==> src/design/charger_cfg_pkg.sv <==
// Purpose: Constants for the charger protection and thermal configuration registers.
// Assumes: 50 MHz reference clock, APB register access, temperatures in whole degrees C.
// Notes:   Register offsets are word indices; the byte address is four times the index.
package charger_cfg_pkg;
  localparam logic [7:0]  IDX_SWITCH_CFG   = 8'h11;
  localparam logic [7:0]  IDX_THERMAL_CFG  = 8'h12;
  localparam logic [7:0]  IDX_STATUS       = 8'h13;
  localparam logic [7:0]  RST_SWITCH_CFG   = 8'h30;
  localparam logic [7:0]  RST_THERMAL_CFG  = 8'h05;
  localparam int          POS_WD_CLEAR     = 0;
  localparam int          POS_LEGACY_WD    = 2;
  localparam int          POS_KEEP_SWITCH  = 3;
  localparam int          POS_OC_THRESH    = 4;
  localparam int          POS_WD_PERIOD    = 6;
  localparam int          POS_NO_INPUT_OC  = 7;
  localparam int          POS_THM_MODE     = 0;
  localparam int          POS_JUNC_SET     = 2;
  localparam int          POS_COLD_SEL     = 4;
  localparam int          POS_HOT_SEL      = 5;
  localparam int          POS_ST_WD_EXP    = 0;
  localparam int          POS_ST_SW_OPEN   = 1;
  localparam int          POS_ST_TREG      = 2;
  localparam int          POS_ST_SUSPEND   = 3;
  localparam int          POS_ST_CUR_RED   = 4;
  localparam int          POS_ST_VOLT_RED  = 5;
  localparam int          POS_ST_OC_NOW    = 6;
  localparam logic [1:0]  WD_CLEAR_CODE    = 2'h1;
  localparam int          CLK_PERIOD_NS    = 20;
  localparam int          TICK_NS          = 1000000;
  localparam int          TICK_CYCLES      = TICK_NS / CLK_PERIOD_NS;
  localparam int          WD_LONG_S        = 80;
  localparam int          WD_SHORT_S       = 32;
  localparam logic [16:0] WD_LONG_MS       = 17'(WD_LONG_S * 1000);
  localparam logic [16:0] WD_SHORT_MS      = 17'(WD_SHORT_S * 1000);
  localparam logic [16:0] OC_QUAL_MS       = 17'h00010;
  localparam logic [11:0] OC_LIM_LOW_MA    = 12'h898;
  localparam logic [11:0] OC_LIM_MID_MA    = 12'hAF0;
  localparam logic [11:0] OC_LIM_HIGH_MA   = 12'hC80;
  localparam logic [7:0]  JUNC_80_C        = 8'h50;
  localparam logic [7:0]  JUNC_95_C        = 8'h5F;
  localparam logic [7:0]  JUNC_110_C       = 8'h6E;
  localparam logic [7:0]  COLD_LOW_C       = 8'h00;
  localparam logic [7:0]  COLD_HIGH_C      = 8'h0A;
  localparam logic [7:0]  HOT_LOW_SEL_C    = 8'h3C;
  localparam logic [7:0]  HOT_HIGH_SEL_C   = 8'h37;
  localparam logic [7:0]  COOL_C           = 8'h0A;
  localparam logic [7:0]  WARM_C           = 8'h2D;
  typedef enum logic [3:0] {
    THM_OFF   = 4'h1,
    THM_STOP  = 4'h2,
    THM_CV_CC = 4'h4,
    THM_CC    = 4'h8
  } thm_mode_t;
endpackage

==> src/design/hold_timer.sv <==
// Purpose: Counts millisecond ticks while a condition holds and flags the limit.
// Assumes: i_tick is a one-cycle enable pulse; i_run low restarts the count.
// Notes:   o_done is a level that stays high while i_run holds at the limit.
`timescale 1ns/10ps
`default_nettype none
module hold_timer (
  input  wire logic        i_ref_clk,
  input  wire logic        i_rst,
  input  wire logic        i_run,
  input  wire logic        i_tick,
  input  wire logic [16:0] i_limit,
  output logic      [16:0] o_count,
  output logic             o_done
);
  logic [16:0] count;
  logic [16:0] next_count;

  always_comb begin
    next_count = count;
    if (!i_run) begin
      next_count = 17'h00000;
    end else if (i_tick && count < i_limit) begin
      next_count = count + 17'h00001;
    end
  end

  always_ff @(posedge i_ref_clk) begin
    if (i_rst) begin
      count <= 17'h00000;
    end else begin
      count <= next_count;
    end
  end

  assign o_count = count;
  assign o_done  = i_run && (count >= i_limit);
endmodule
`default_nettype wire

==> src/design/charger_protect_thermal_cfg.sv <==
// Purpose: Protection and thermal configuration registers with their control logic.
// Assumes: APB slave with no wait states; current in mA, temperatures in degrees C.
// Notes:   The core digital reset and the system reset both restore every field.
//
// The APB register port was left to the implementer.
`timescale 1ns/10ps
`default_nettype none
module charger_protect_thermal_cfg #(
  parameter int TICK_CYCLES_P = charger_cfg_pkg::TICK_CYCLES
) (
  input  wire logic        i_ref_clk,
  input  wire logic        i_sys_rst,
  input  wire logic        i_core_digital_reset_n,
  input  wire logic        i_psel,
  input  wire logic        i_penable,
  input  wire logic        i_pwrite,
  input  wire logic [7:0]  i_paddr,
  input  wire logic [31:0] i_pwdata,
  input  wire logic [3:0]  i_pstrb,
  output logic      [31:0] o_prdata,
  output logic             o_pready,
  output logic             o_pslverr,
  input  wire logic        i_watchdog_enable,
  input  wire logic        i_input_present,
  input  wire logic [11:0] i_batt_current_ma,
  input  wire logic [7:0]  i_batt_temp_c,
  input  wire logic [7:0]  i_junction_temp_c,
  output logic             o_watchdog_expired,
  output logic             o_battery_system_switch_open,
  output logic             o_charge_suspend,
  output logic             o_current_reduce,
  output logic             o_voltage_reduce,
  output logic             o_current_foldback,
  output logic             o_cool_event,
  output logic             o_warm_event
);
  import charger_cfg_pkg::*;

  function automatic logic addr_hit(input logic [7:0] addr, input logic [7:0] idx);
    addr_hit = (addr[7:2] == idx[5:0]) && (addr[1:0] == 2'h0) && (idx[7:6] == 2'h0);
  endfunction

  function automatic logic [11:0] oc_limit(input logic [1:0] sel);
    unique case (sel)
      2'h1:    oc_limit = OC_LIM_LOW_MA;
      2'h2:    oc_limit = OC_LIM_MID_MA;
      default: oc_limit = OC_LIM_HIGH_MA;
    endcase
  endfunction

  logic        core_rst;
  logic        setup_phase;
  logic        access_phase;
  logic        mapped;
  logic        wr_switch;
  logic        wr_thermal;
  logic        wr_status;
  logic [7:0]  switch_cfg;
  logic [7:0]  thermal_cfg;
  logic [7:0]  next_switch_cfg;
  logic [7:0]  next_thermal_cfg;
  logic [7:0]  status;
  logic [31:0] prdata;
  logic [31:0] next_prdata;

  // Either reset source restores the register defaults.
  assign core_rst     = i_sys_rst || !i_core_digital_reset_n;
  assign setup_phase  = i_psel && !i_penable;
  assign access_phase = i_psel && i_penable;
  assign mapped       = addr_hit(i_paddr, IDX_SWITCH_CFG) || addr_hit(i_paddr, IDX_THERMAL_CFG)
                        || addr_hit(i_paddr, IDX_STATUS);
  assign wr_switch    = access_phase && i_pwrite && i_pstrb[0]
                        && addr_hit(i_paddr, IDX_SWITCH_CFG);
  assign wr_thermal   = access_phase && i_pwrite && i_pstrb[0]
                        && addr_hit(i_paddr, IDX_THERMAL_CFG);
  assign wr_status    = access_phase && i_pwrite && i_pstrb[0] && addr_hit(i_paddr, IDX_STATUS);
  assign o_pready     = 1'b1;
  assign o_pslverr    = access_phase && !mapped;
  assign o_prdata     = prdata;

  always_comb begin
    next_switch_cfg  = switch_cfg;
    next_thermal_cfg = thermal_cfg;
    next_prdata      = prdata;
    // The legacy watchdog switch bit is only stored; nothing else reads it.
    if (wr_switch) begin
      next_switch_cfg = i_pwdata[7:0];
    end
    // Bit six of the thermal register is spare storage, kept read/write.
    if (wr_thermal) begin
      next_thermal_cfg = i_pwdata[7:0];
    end
    if (setup_phase) begin
      if (addr_hit(i_paddr, IDX_SWITCH_CFG)) begin
        next_prdata = {24'h000000, switch_cfg};
      end else if (addr_hit(i_paddr, IDX_THERMAL_CFG)) begin
        next_prdata = {24'h000000, thermal_cfg};
      end else if (addr_hit(i_paddr, IDX_STATUS)) begin
        next_prdata = {24'h000000, status};
      end else begin
        next_prdata = 32'h00000000;
      end
    end
  end

  always_ff @(posedge i_ref_clk) begin
    if (core_rst) begin
      switch_cfg  <= RST_SWITCH_CFG;
      thermal_cfg <= RST_THERMAL_CFG;
      prdata      <= 32'h00000000;
    end else begin
      switch_cfg  <= next_switch_cfg;
      thermal_cfg <= next_thermal_cfg;
      prdata      <= next_prdata;
    end
  end

  logic [1:0] oc_thresh;
  logic [1:0] junc_set;
  logic       keep_switch;
  logic       no_input_oc;
  logic       wd_short;
  logic       cold_sel;
  logic       hot_sel;
  assign oc_thresh   = switch_cfg[POS_OC_THRESH +: 2];
  assign keep_switch = switch_cfg[POS_KEEP_SWITCH];
  assign no_input_oc = switch_cfg[POS_NO_INPUT_OC];
  assign wd_short    = switch_cfg[POS_WD_PERIOD];
  assign junc_set    = thermal_cfg[POS_JUNC_SET +: 2];
  assign cold_sel    = thermal_cfg[POS_COLD_SEL];
  assign hot_sel     = thermal_cfg[POS_HOT_SEL];

  // One millisecond enable shared by both timers keeps their counters narrow.
  logic [31:0] tick_div;
  logic [31:0] next_tick_div;
  logic        tick;
  assign tick = (tick_div == 32'(TICK_CYCLES_P - 1));

  always_comb begin
    next_tick_div = tick ? 32'h00000000 : tick_div + 32'h00000001;
  end

  always_ff @(posedge i_ref_clk) begin
    if (core_rst) begin
      tick_div <= 32'h00000000;
    end else begin
      tick_div <= next_tick_div;
    end
  end

  logic        wd_restart;
  logic        wd_run;
  logic [16:0] wd_limit;
  logic [16:0] wd_count;
  logic        wd_done;
  logic        oc_cond;
  logic        oc_done;
  logic [16:0] oc_count;
  logic        wd_expired;
  logic        switch_open;
  logic        next_wd_expired;
  logic        next_switch_open;

  assign wd_restart = wr_switch && (i_pwdata[POS_WD_CLEAR +: 2] == WD_CLEAR_CODE);
  assign wd_run     = i_watchdog_enable && !wd_restart;
  assign wd_limit   = wd_short ? WD_SHORT_MS : WD_LONG_MS;
  // Without an input supply the check runs only when software asks for it.
  assign oc_cond    = (oc_thresh != 2'h0) && (i_batt_current_ma > oc_limit(oc_thresh))
                      && (i_input_present || no_input_oc);

  hold_timer u_watchdog (
    .i_ref_clk (i_ref_clk),
    .i_rst     (core_rst),
    .i_run     (wd_run),
    .i_tick    (tick),
    .i_limit   (wd_limit),
    .o_count   (wd_count),
    .o_done    (wd_done)
  );

  // Dropping the condition zeroes the count, so only a continuous overcurrent qualifies.
  hold_timer u_overcurrent (
    .i_ref_clk (i_ref_clk),
    .i_rst     (core_rst),
    .i_run     (oc_cond),
    .i_tick    (tick),
    .i_limit   (OC_QUAL_MS),
    .o_count   (oc_count),
    .o_done    (oc_done)
  );

  // Hardware set wins over a software clear in the same cycle.
  always_comb begin
    next_wd_expired  = wd_expired;
    next_switch_open = switch_open;
    if (wr_status && i_pwdata[POS_ST_WD_EXP]) begin
      next_wd_expired = 1'b0;
    end
    if (wr_status && i_pwdata[POS_ST_SW_OPEN]) begin
      next_switch_open = 1'b0;
    end
    if (wd_done) begin
      next_wd_expired = 1'b1;
    end
    if (oc_done && !keep_switch) begin
      next_switch_open = 1'b1;
    end
  end

  always_ff @(posedge i_ref_clk) begin
    if (core_rst) begin
      wd_expired  <= 1'b0;
      switch_open <= 1'b0;
    end else begin
      wd_expired  <= next_wd_expired;
      switch_open <= next_switch_open;
    end
  end

  assign o_watchdog_expired           = wd_expired;
  assign o_battery_system_switch_open = switch_open;

  thm_mode_t   thm_mode;
  logic signed [7:0] temp;
  logic signed [7:0] cold_limit;
  logic signed [7:0] hot_limit;
  logic [7:0]  junc_limit;
  logic        beyond_cool_warm;
  logic        is_cool;
  logic        is_warm;
  logic        was_cool;
  logic        was_warm;
  logic        suspend;
  logic        cur_red;
  logic        volt_red;
  logic        foldback;
  logic        next_suspend;
  logic        next_cur_red;
  logic        next_volt_red;
  logic        next_foldback;
  logic        next_cool_event;
  logic        next_warm_event;
  logic        cool_event;
  logic        warm_event;

  assign thm_mode = thm_mode_t'(4'h1 << thermal_cfg[POS_THM_MODE +: 2]);

  assign temp       = i_batt_temp_c;
  assign cold_limit = cold_sel ? COLD_HIGH_C : COLD_LOW_C;
  assign hot_limit  = hot_sel ? HOT_HIGH_SEL_C : HOT_LOW_SEL_C;
  assign is_cool    = temp < $signed(COOL_C);
  assign is_warm    = temp > $signed(WARM_C);
  assign beyond_cool_warm = is_cool || is_warm;

  // The reserved junction code regulates at the highest documented set point.
  always_comb begin
    unique case (junc_set)
      2'h0:    junc_limit = JUNC_80_C;
      2'h1:    junc_limit = JUNC_95_C;
      default: junc_limit = JUNC_110_C;
    endcase
  end

  always_comb begin
    next_suspend    = 1'b0;
    next_cur_red    = 1'b0;
    next_volt_red   = 1'b0;
    next_foldback   = i_junction_temp_c > junc_limit;
    // Cool and warm events are raised in every mode, including mode 0.
    next_cool_event = is_cool && !was_cool;
    next_warm_event = is_warm && !was_warm;
    unique case (thm_mode)
      THM_OFF:  next_suspend = 1'b0;
      THM_STOP: next_suspend = (temp > hot_limit) || (temp < cold_limit);
      THM_CV_CC: begin
        next_cur_red  = beyond_cool_warm;
        next_volt_red = beyond_cool_warm;
      end
      THM_CC:   next_cur_red = beyond_cool_warm;
    endcase
  end

  always_ff @(posedge i_ref_clk) begin
    if (core_rst) begin
      suspend    <= 1'b0;
      cur_red    <= 1'b0;
      volt_red   <= 1'b0;
      foldback   <= 1'b0;
      cool_event <= 1'b0;
      warm_event <= 1'b0;
      was_cool   <= 1'b0;
      was_warm   <= 1'b0;
    end else begin
      suspend    <= next_suspend;
      cur_red    <= next_cur_red;
      volt_red   <= next_volt_red;
      foldback   <= next_foldback;
      cool_event <= next_cool_event;
      warm_event <= next_warm_event;
      was_cool   <= is_cool;
      was_warm   <= is_warm;
    end
  end

  assign o_charge_suspend   = suspend;
  assign o_current_reduce   = cur_red;
  assign o_voltage_reduce   = volt_red;
  assign o_current_foldback = foldback;
  assign o_cool_event       = cool_event;
  assign o_warm_event       = warm_event;

  always_comb begin
    status                  = 8'h00;
    status[POS_ST_WD_EXP]   = wd_expired;
    status[POS_ST_SW_OPEN]  = switch_open;
    status[POS_ST_TREG]     = foldback;
    status[POS_ST_SUSPEND]  = suspend;
    status[POS_ST_CUR_RED]  = cur_red;
    status[POS_ST_VOLT_RED] = volt_red;
    status[POS_ST_OC_NOW]   = oc_cond;
  end
endmodule
`default_nettype wire

==> config.mk <==
export PLATFORM = sky130hd
export DESIGN_NAME = charger_protect_thermal_cfg
export DESIGN_NICKNAME = d
export VERILOG_FILES = /design/src/design/charger_cfg_pkg.sv /design/src/design/hold_timer.sv /design/src/design/charger_protect_thermal_cfg.sv
export SDC_FILE = /design/constraint.sdc
export NUM_CORES = 1
export LEC_CHECK = 0
export BUFFER_PORTS_ARGS = -buffer_cell sky130_fd_sc_hd__buf_2
export CORE_MARGIN = 1
export CORE_UTILIZATION = 54
export DETAILED_ROUTE_END_ITERATION = 6
export GPL_ROUTABILITY_DRIVEN = 0
export HOLD_SLACK_MARGIN = 0.12
export PLACE_DENSITY = 0.82
export SETUP_SLACK_MARGIN = 0.5
export SLEW_MARGIN = 20
export SYNTH_ARGS = -nofsm -noshare
export SYNTH_HDL_FRONTEND = slang
export SYNTH_SLANG_ARGS = --single-unit
==> constraint.sdc <==
create_clock -name i_ref_clk -period 3 [get_ports i_ref_clk]
set_clock_uncertainty 0.2 [all_clocks]
set_input_delay 0.45 -clock i_ref_clk [delete_from_list [all_inputs] [get_ports i_ref_clk]]
set_output_delay 0.45 -clock i_ref_clk [all_outputs]
set_load 0.1 [all_outputs]
-- Word level (Yosys, flattened, before mapping)
Cells that the tools add are included.
- flip-flop bits (word level): 124
- input port bits: 80
- output and inout port bits: 42
- word-level logic and storage cells: 107
- add/subtract/negate cells: 3
- order comparisons: 10
- eq/ne operators: 11
- shift-type cells: 1
- mux-type cells: 12
- bitwise operators: 5
- reduce and logical (&&, ||, !) cells: 49
- operator list (operator ; number):
    17-bit by 1-bit adder with 17-bit output, second input constant ; 2
    32-bit by 1-bit adder with 32-bit output, second input constant ; 1
    32-bit by 16-bit equality test with 1-bit output, second input constant ; 1
    1-bit logical AND ; 24
    11-bit case mux with 2 select lines ; 1
    6-bit by 5-bit equality test with 1-bit output, second input constant ; 3
    17-bit >= comparator ; 1
    17-bit by 5-bit >= comparator with 1-bit output, second input constant ; 1
    17-bit < comparator ; 1
    17-bit by 5-bit < comparator with 1-bit output, second input constant ; 1
    17-bit 2-to-1 mux ; 1
    8-bit 2-to-1 mux ; 2
    2-bit OR reduction ; 7
    12-bit > comparator ; 1
    6-bit case mux with 2 select lines ; 1
    8-bit by 7-bit > comparator with 1-bit output ; 1
    8-bit by 7-bit > comparator with 1-bit output, second input constant ; 1
    8-bit > comparator ; 1
    8-bit by 5-bit < comparator with 1-bit output ; 1
    8-bit by 5-bit < comparator with 1-bit output, second input constant ; 1
    4-bit 2-to-1 mux ; 2
    1-bit zero test ; 7
    7-bit 2-to-1 mux ; 1
    2-bit by 1-bit equality test with 1-bit output, second input constant ; 3
    other kinds (10) ; 25

-- Logic depth before layout (Yosys ltp)
- depth in word-level cells: 9
- depth in mapped cells: 10
- mapped depth without buffers: 9

-- Hierarchy
A second synthesis with hierarchy kept.
- cells, all modules: 744
- area total of the unflattened synthesis: 6283.5 um^2
- modules (own cells, without submodules) (module ; times used ; cells an instance ; area each (um^2) ; sequential area each (um^2)):
    charger_protect_thermal_cfg ; 1 ; 422 ; 3688.5 ; 1321.3
    hold_timer ; 2 ; 161 ; 1297.5 ; 340.3

-- Least setup slack after synthesis
OpenSTA, ideal clock, no wires.
- kind: input -> output
- start: input i_paddr[5]
- end: output o_pslverr
- data arrival time: 1826 ps
- data required time: 2350 ps
- path slack: 524 ps
- stages on the path: 3
- buffers on the path: 1
- path through: or4b_1 -> clkbuf_1 -> o311a_1
- word-level cells in the longest chain between the ends: 6
- ends and longest elaborated chain (item ; RTL line ; source):
    start, declared ; charger_protect_thermal_cfg.sv:17 ; input wire logic [7:0] i_paddr,
    6-bit by 5-bit equality test with 1-bit output ; charger_protect_thermal_cfg.sv:40 ; addr_hit = (addr[7:2] == idx[5:0]) && (addr[1:0] == 2'h0) && (idx[7:6] == 2'h0);
    1-bit logical AND ; charger_protect_thermal_cfg.sv:40 ;
    1-bit logical OR ; charger_protect_thermal_cfg.sv:70 ; assign mapped = addr_hit(i_paddr, IDX_SWITCH_CFG) || addr_hit(i_paddr, IDX_THERMAL_CFG)
    1-bit logical OR * ; charger_protect_thermal_cfg.sv:71 ; || addr_hit(i_paddr, IDX_STATUS);
    1-bit zero test * ; charger_protect_thermal_cfg.sv:78 ; assign o_pslverr = access_phase && !mapped;
    1-bit logical AND * ; charger_protect_thermal_cfg.sv:78 ;
    end, declared ; charger_protect_thermal_cfg.sv:22 ; output logic o_pslverr,
Every way passes the cells marked *; elsewhere a longest branch is shown, timed or not.

-- Worst setup path after layout
- start: register tick_div[0]
- end: register u_watchdog.count[2], in the netlist u_watchdog.o_count[2]
- word-level cells in the longest chain between the ends: 2
- ends and longest elaborated chain (item ; RTL line ; source):
    start, declared ; charger_protect_thermal_cfg.sv:134 ; logic [31:0] tick_div;
    start signal, assigned ; charger_protect_thermal_cfg.sv:147 ; tick_div <= next_tick_div;
    32-bit by 16-bit equality test with 1-bit output ; charger_protect_thermal_cfg.sv:137 ; assign tick = (tick_div == 32'(TICK_CYCLES_P - 1));
    1-bit logical AND ; hold_timer.sv:22 ; end else if (i_tick && count < i_limit) begin
    end signal, assigned ; hold_timer.sv:31 ; count <= next_count;
    end, declared ; hold_timer.sv:15 ; logic [16:0] count;
No other way between the ends.
A chain may end at the register's enable or synchronous reset.

==> flow_summary.json <==
{
  "status": "finished clean",
  "fin_area_um2": 6120,
  "portBuffers": 69,
  "holdCritPathClass": "input port to register",
  "start_util_pct": 56.2,
  "synth-seq-cells": 100,
  "grt_pass1_vias": 4493,
  "r2r_end": "u_watchdog.o_count[2]$_SDFFE_PP0P_",
  "rr_startpoint": "tick_div[0]$_SDFF_PP0_",
  "yosys.area.top_type": "dfxtp_1",
  "reg2reg_depth": 6,
  "critical_path.slowest_cell": "or4_4",
  "peakVddDrop_mv": 0.232,
  "cts_tree": "yes",
  "grt_util_met2_pct": 41.9,
  "grt.overflow.total": 0,
  "cts_buffers": 9,
  "h-tree-depth": 3,
  "slowest_delay_ns": 0.53,
  "max-slew-margin-rel_pct": 44.1,
  "cp_top_family": "simple AND/OR/NAND/NOR gates",
  "finalMaxSlewViolations": 0,
  "synth.cell_area_um2": 5220,
  "cp_max_fo": 7,
  "hpwl_um": 8590,
  "grt_pass1_wl_um": 19800,
  "cts_root_buf": "clkbuf_8",
  "finish.net_count": 791,
  "final_layout_size_suffix_gt1_share_pct": 21.0,
  "grt_util_met1_pct": 30.1,
  "syn_to_final_growth_pct": 17.4,
  "dieArea_um2": 10100,
  "place_inst": 785,
  "min_period_ns": 2.45,
  "dr.pass1.iters": 5,
  "netlist-cell-type-count": 52,
  "cellLeakagePower_nw": 2.34,
  "clkTransAtPathRegs_ns": 0.12,
  "ios": 122,
  "fin_cells": 816,
  "route.antenna.remaining_nets": 0,
  "synth_top_flop_cell": "dfxtp_1",
  "yosys-top-cells-area": "dfxtp_1 38%, ha_1 7.0%, nor2_1 4.0%, xor2_1 4.0%, nand3_1 3.6%",
  "drt-initial-drc-count": 297,
  "max_freq_mhz": 408,
  "antenna_cells": 0,
  "setup.worst_path.end_class": "register",
  "postLayoutCoreUtil_pct": 66.0,
  "use_met3_pct": 3.90,
  "finalSetupViolations": 0,
  "place_area_um2": 5590,
  "via_per_inst": 5.82,
  "power.density_nw_per_um2": 420,
  "grt_max_degree": 32,
  "syn_inst": 602,
  "ys_warn_count": 0,
  "tightestPinTransition_ns": 0.832,
  "cp.depth": 6,
  "synth_edf_count": 0,
  "final_cell_mix": "93 x dfxtp_1, 69 x buf_2, 56 x nor2_1",
  "antenna_found_initial": 0,
  "preCtsSetupSlack_ns": 0.346,
  "startpoint": "tick_div[0]$_SDFF_PP0_",
  "core-area_um2": 9280,
  "period_share_pct": 81.6,
  "worstSkewPairLatency_ns": 0.38,
  "async_flop_share_pct": 0,
  "path_buf_inv": 0,
  "start_kind": "register",
  "crit_type": "register to register",
  "fin_setup_tns_ns": 0,
  "wl_um": 12200,
  "required_ns": 3.11,
  "worstPathArrival_ns": 2.56,
  "ys_seq_area_share_pct": 38.4,
  "die_y_um": 100,
  "cp_cell_sequence": "ha_4 -> nand3_2 -> or2_4 -> or4_4 -> or4_4 -> a21oi_2",
  "routedWlPerCell_um": 14.9,
  "avgSynthCellArea_um2": 8.66,
  "drc": 0,
  "layout_commonest_cell": "dfxtp_1",
  "fp.dieW_um": 100,
  "fin_ws_ns": 0.552,
  "cts_num_sinks": 100,
  "crit_end": "u_watchdog.o_count[2]$_SDFFE_PP0P_",
  "clockBufferDepth": 2,
  "busiest_layer": "met2",
  "grt_use_total_pct": 24.2,
  "reg2reg_slack_ns": 0.55,
  "max-cap-violations": 0,
  "hold_viol_final": 0,
  "num_rows": 35,
  "rsz0062_at_grt": "no",
  "vias": 4752,
  "crit_top_cell": "or4_4",
  "synth_top_cell_area_share_pct": 38.4
}
how the worst min path moves through the flow:
stage | startpoint | to | slack (ns) | cells past startpoint
2_1_floorplan | was_warm$_SDFF_PP0_ | o_warm_event$_SDFF_PP0_ | 0.17 | 1
3_3_place_gp | was_warm$_SDFF_PP0_ | o_warm_event$_SDFF_PP0_ | 0.18 | 1
3_5_place_dp | was_warm$_SDFF_PP0_ | o_warm_event$_SDFF_PP0_ | 0.18 | 1
4_1_cts | i_batt_temp_c[6] | o_charge_suspend$_SDFF_PP0_ | 0.13 | 3
5_1_grt | i_pwdata[3] | thermal_cfg[3]$_SDFFE_PP0P_ | 0.13 | 3
6_report | i_pwdata[3] | switch_cfg[3]$_SDFFE_PP0P_ | 0.13 | 3
through the flow:
step	power, mW	hold slack (ns)
floorplan	1.64	0.167
global placement	1.68	0.180
detailed placement	1.68	0.179
CTS	2.58	0.133
global route	2.65	0.135
finish	2.57	0.134
Yosys cell counts (all sizes together) (15+ instances only):
master / n
a21oi: 33
and2: 15
buf: 29
clkbuf: 18
dfxtp: 100
ha: 29
inv: 26
nand2: 42
nand3: 38
nand4: 23
nor2: 56
nor4: 18
xor2: 24
worst reg2reg max path, delay by kind of cell (launching register included):
| family | cells | cell delay, ns |
|---|---|---|
| compound gates | 1 | 0.15 |
| fa+ha+maj | 1 | 0.16 |
| flops | 1 | 0.40 |
| simple gates | 4 | 1.49 |
cells by family (layout without fill, tap and decap cells):
family	count (synthesis)	in the layout	share of synthesized area (%)
AO/OA/AOI/OAI	87	87	10.5
XOR/XNOR	32	32	5.37
adder cells (fa/ha/maj)	29	29	6.96
buffers and inverters	73	134	7.37
flip-flops	100	100	38.4
multiplexers	12	12	2.30
other	2	25	0.144
AND/OR/NAND/NOR	267	268	28.9
where the power goes:
group,leakage (nW),switching (mW),internal [mW]
registers,0.811,0.00487,1.33
clock network,0.109,0.560,0.348
logic,1.42,0.258,0.0662
total,2.34,0.823,1.75
sequential cells by signal, summed over array words and instances (netlist names):
register                      cells
o_voltage_reduce                  1
o_current_reduce                  1
u_watchdog.o_count               17
u_overcurrent.o_count            17
thermal_cfg                       8
o_charge_suspend                  1
switch_cfg                        8
was_warm                          1
o_watchdog_expired                1
was_cool                          1
tick_div                         32
o_battery_system_switch_open      1
o_cool_event                      1
o_warm_event                      1
o_prdata                          8
o_current_foldback                1
area by class of cell:
type	instances	area (um2)
Fill cell	748	3160
Clock inverter	7	96.3
Sequential cell	100	2010
Timing Repair Buffer	92	552
Inverter	26	97.6
Tap cell	129	161
Clock buffer	9	124
Multi-Input combinational cell	453	3080
per-layer routing:
| layer | part of all wire (%) | vias up |
|---|---|---|
| li1 | - | 2278 |
| met1 | 42 | 2272 |
| met2 | 49 | 172 |
| met3 | 5.8 | 30 |
| met4 | 2.2 | 0 |
| met5 | 0 | - |
what timing repair did:
item,in CTS,in global routing
hold buffers,7,0
hold endpoints to repair,8,0
resized for setup,12,29
setup buffers,2,5
gates cloned,0,1
pin swaps,3,11
endpoints found under the setup margin,50,26
(Power assumes the default switching activity.)
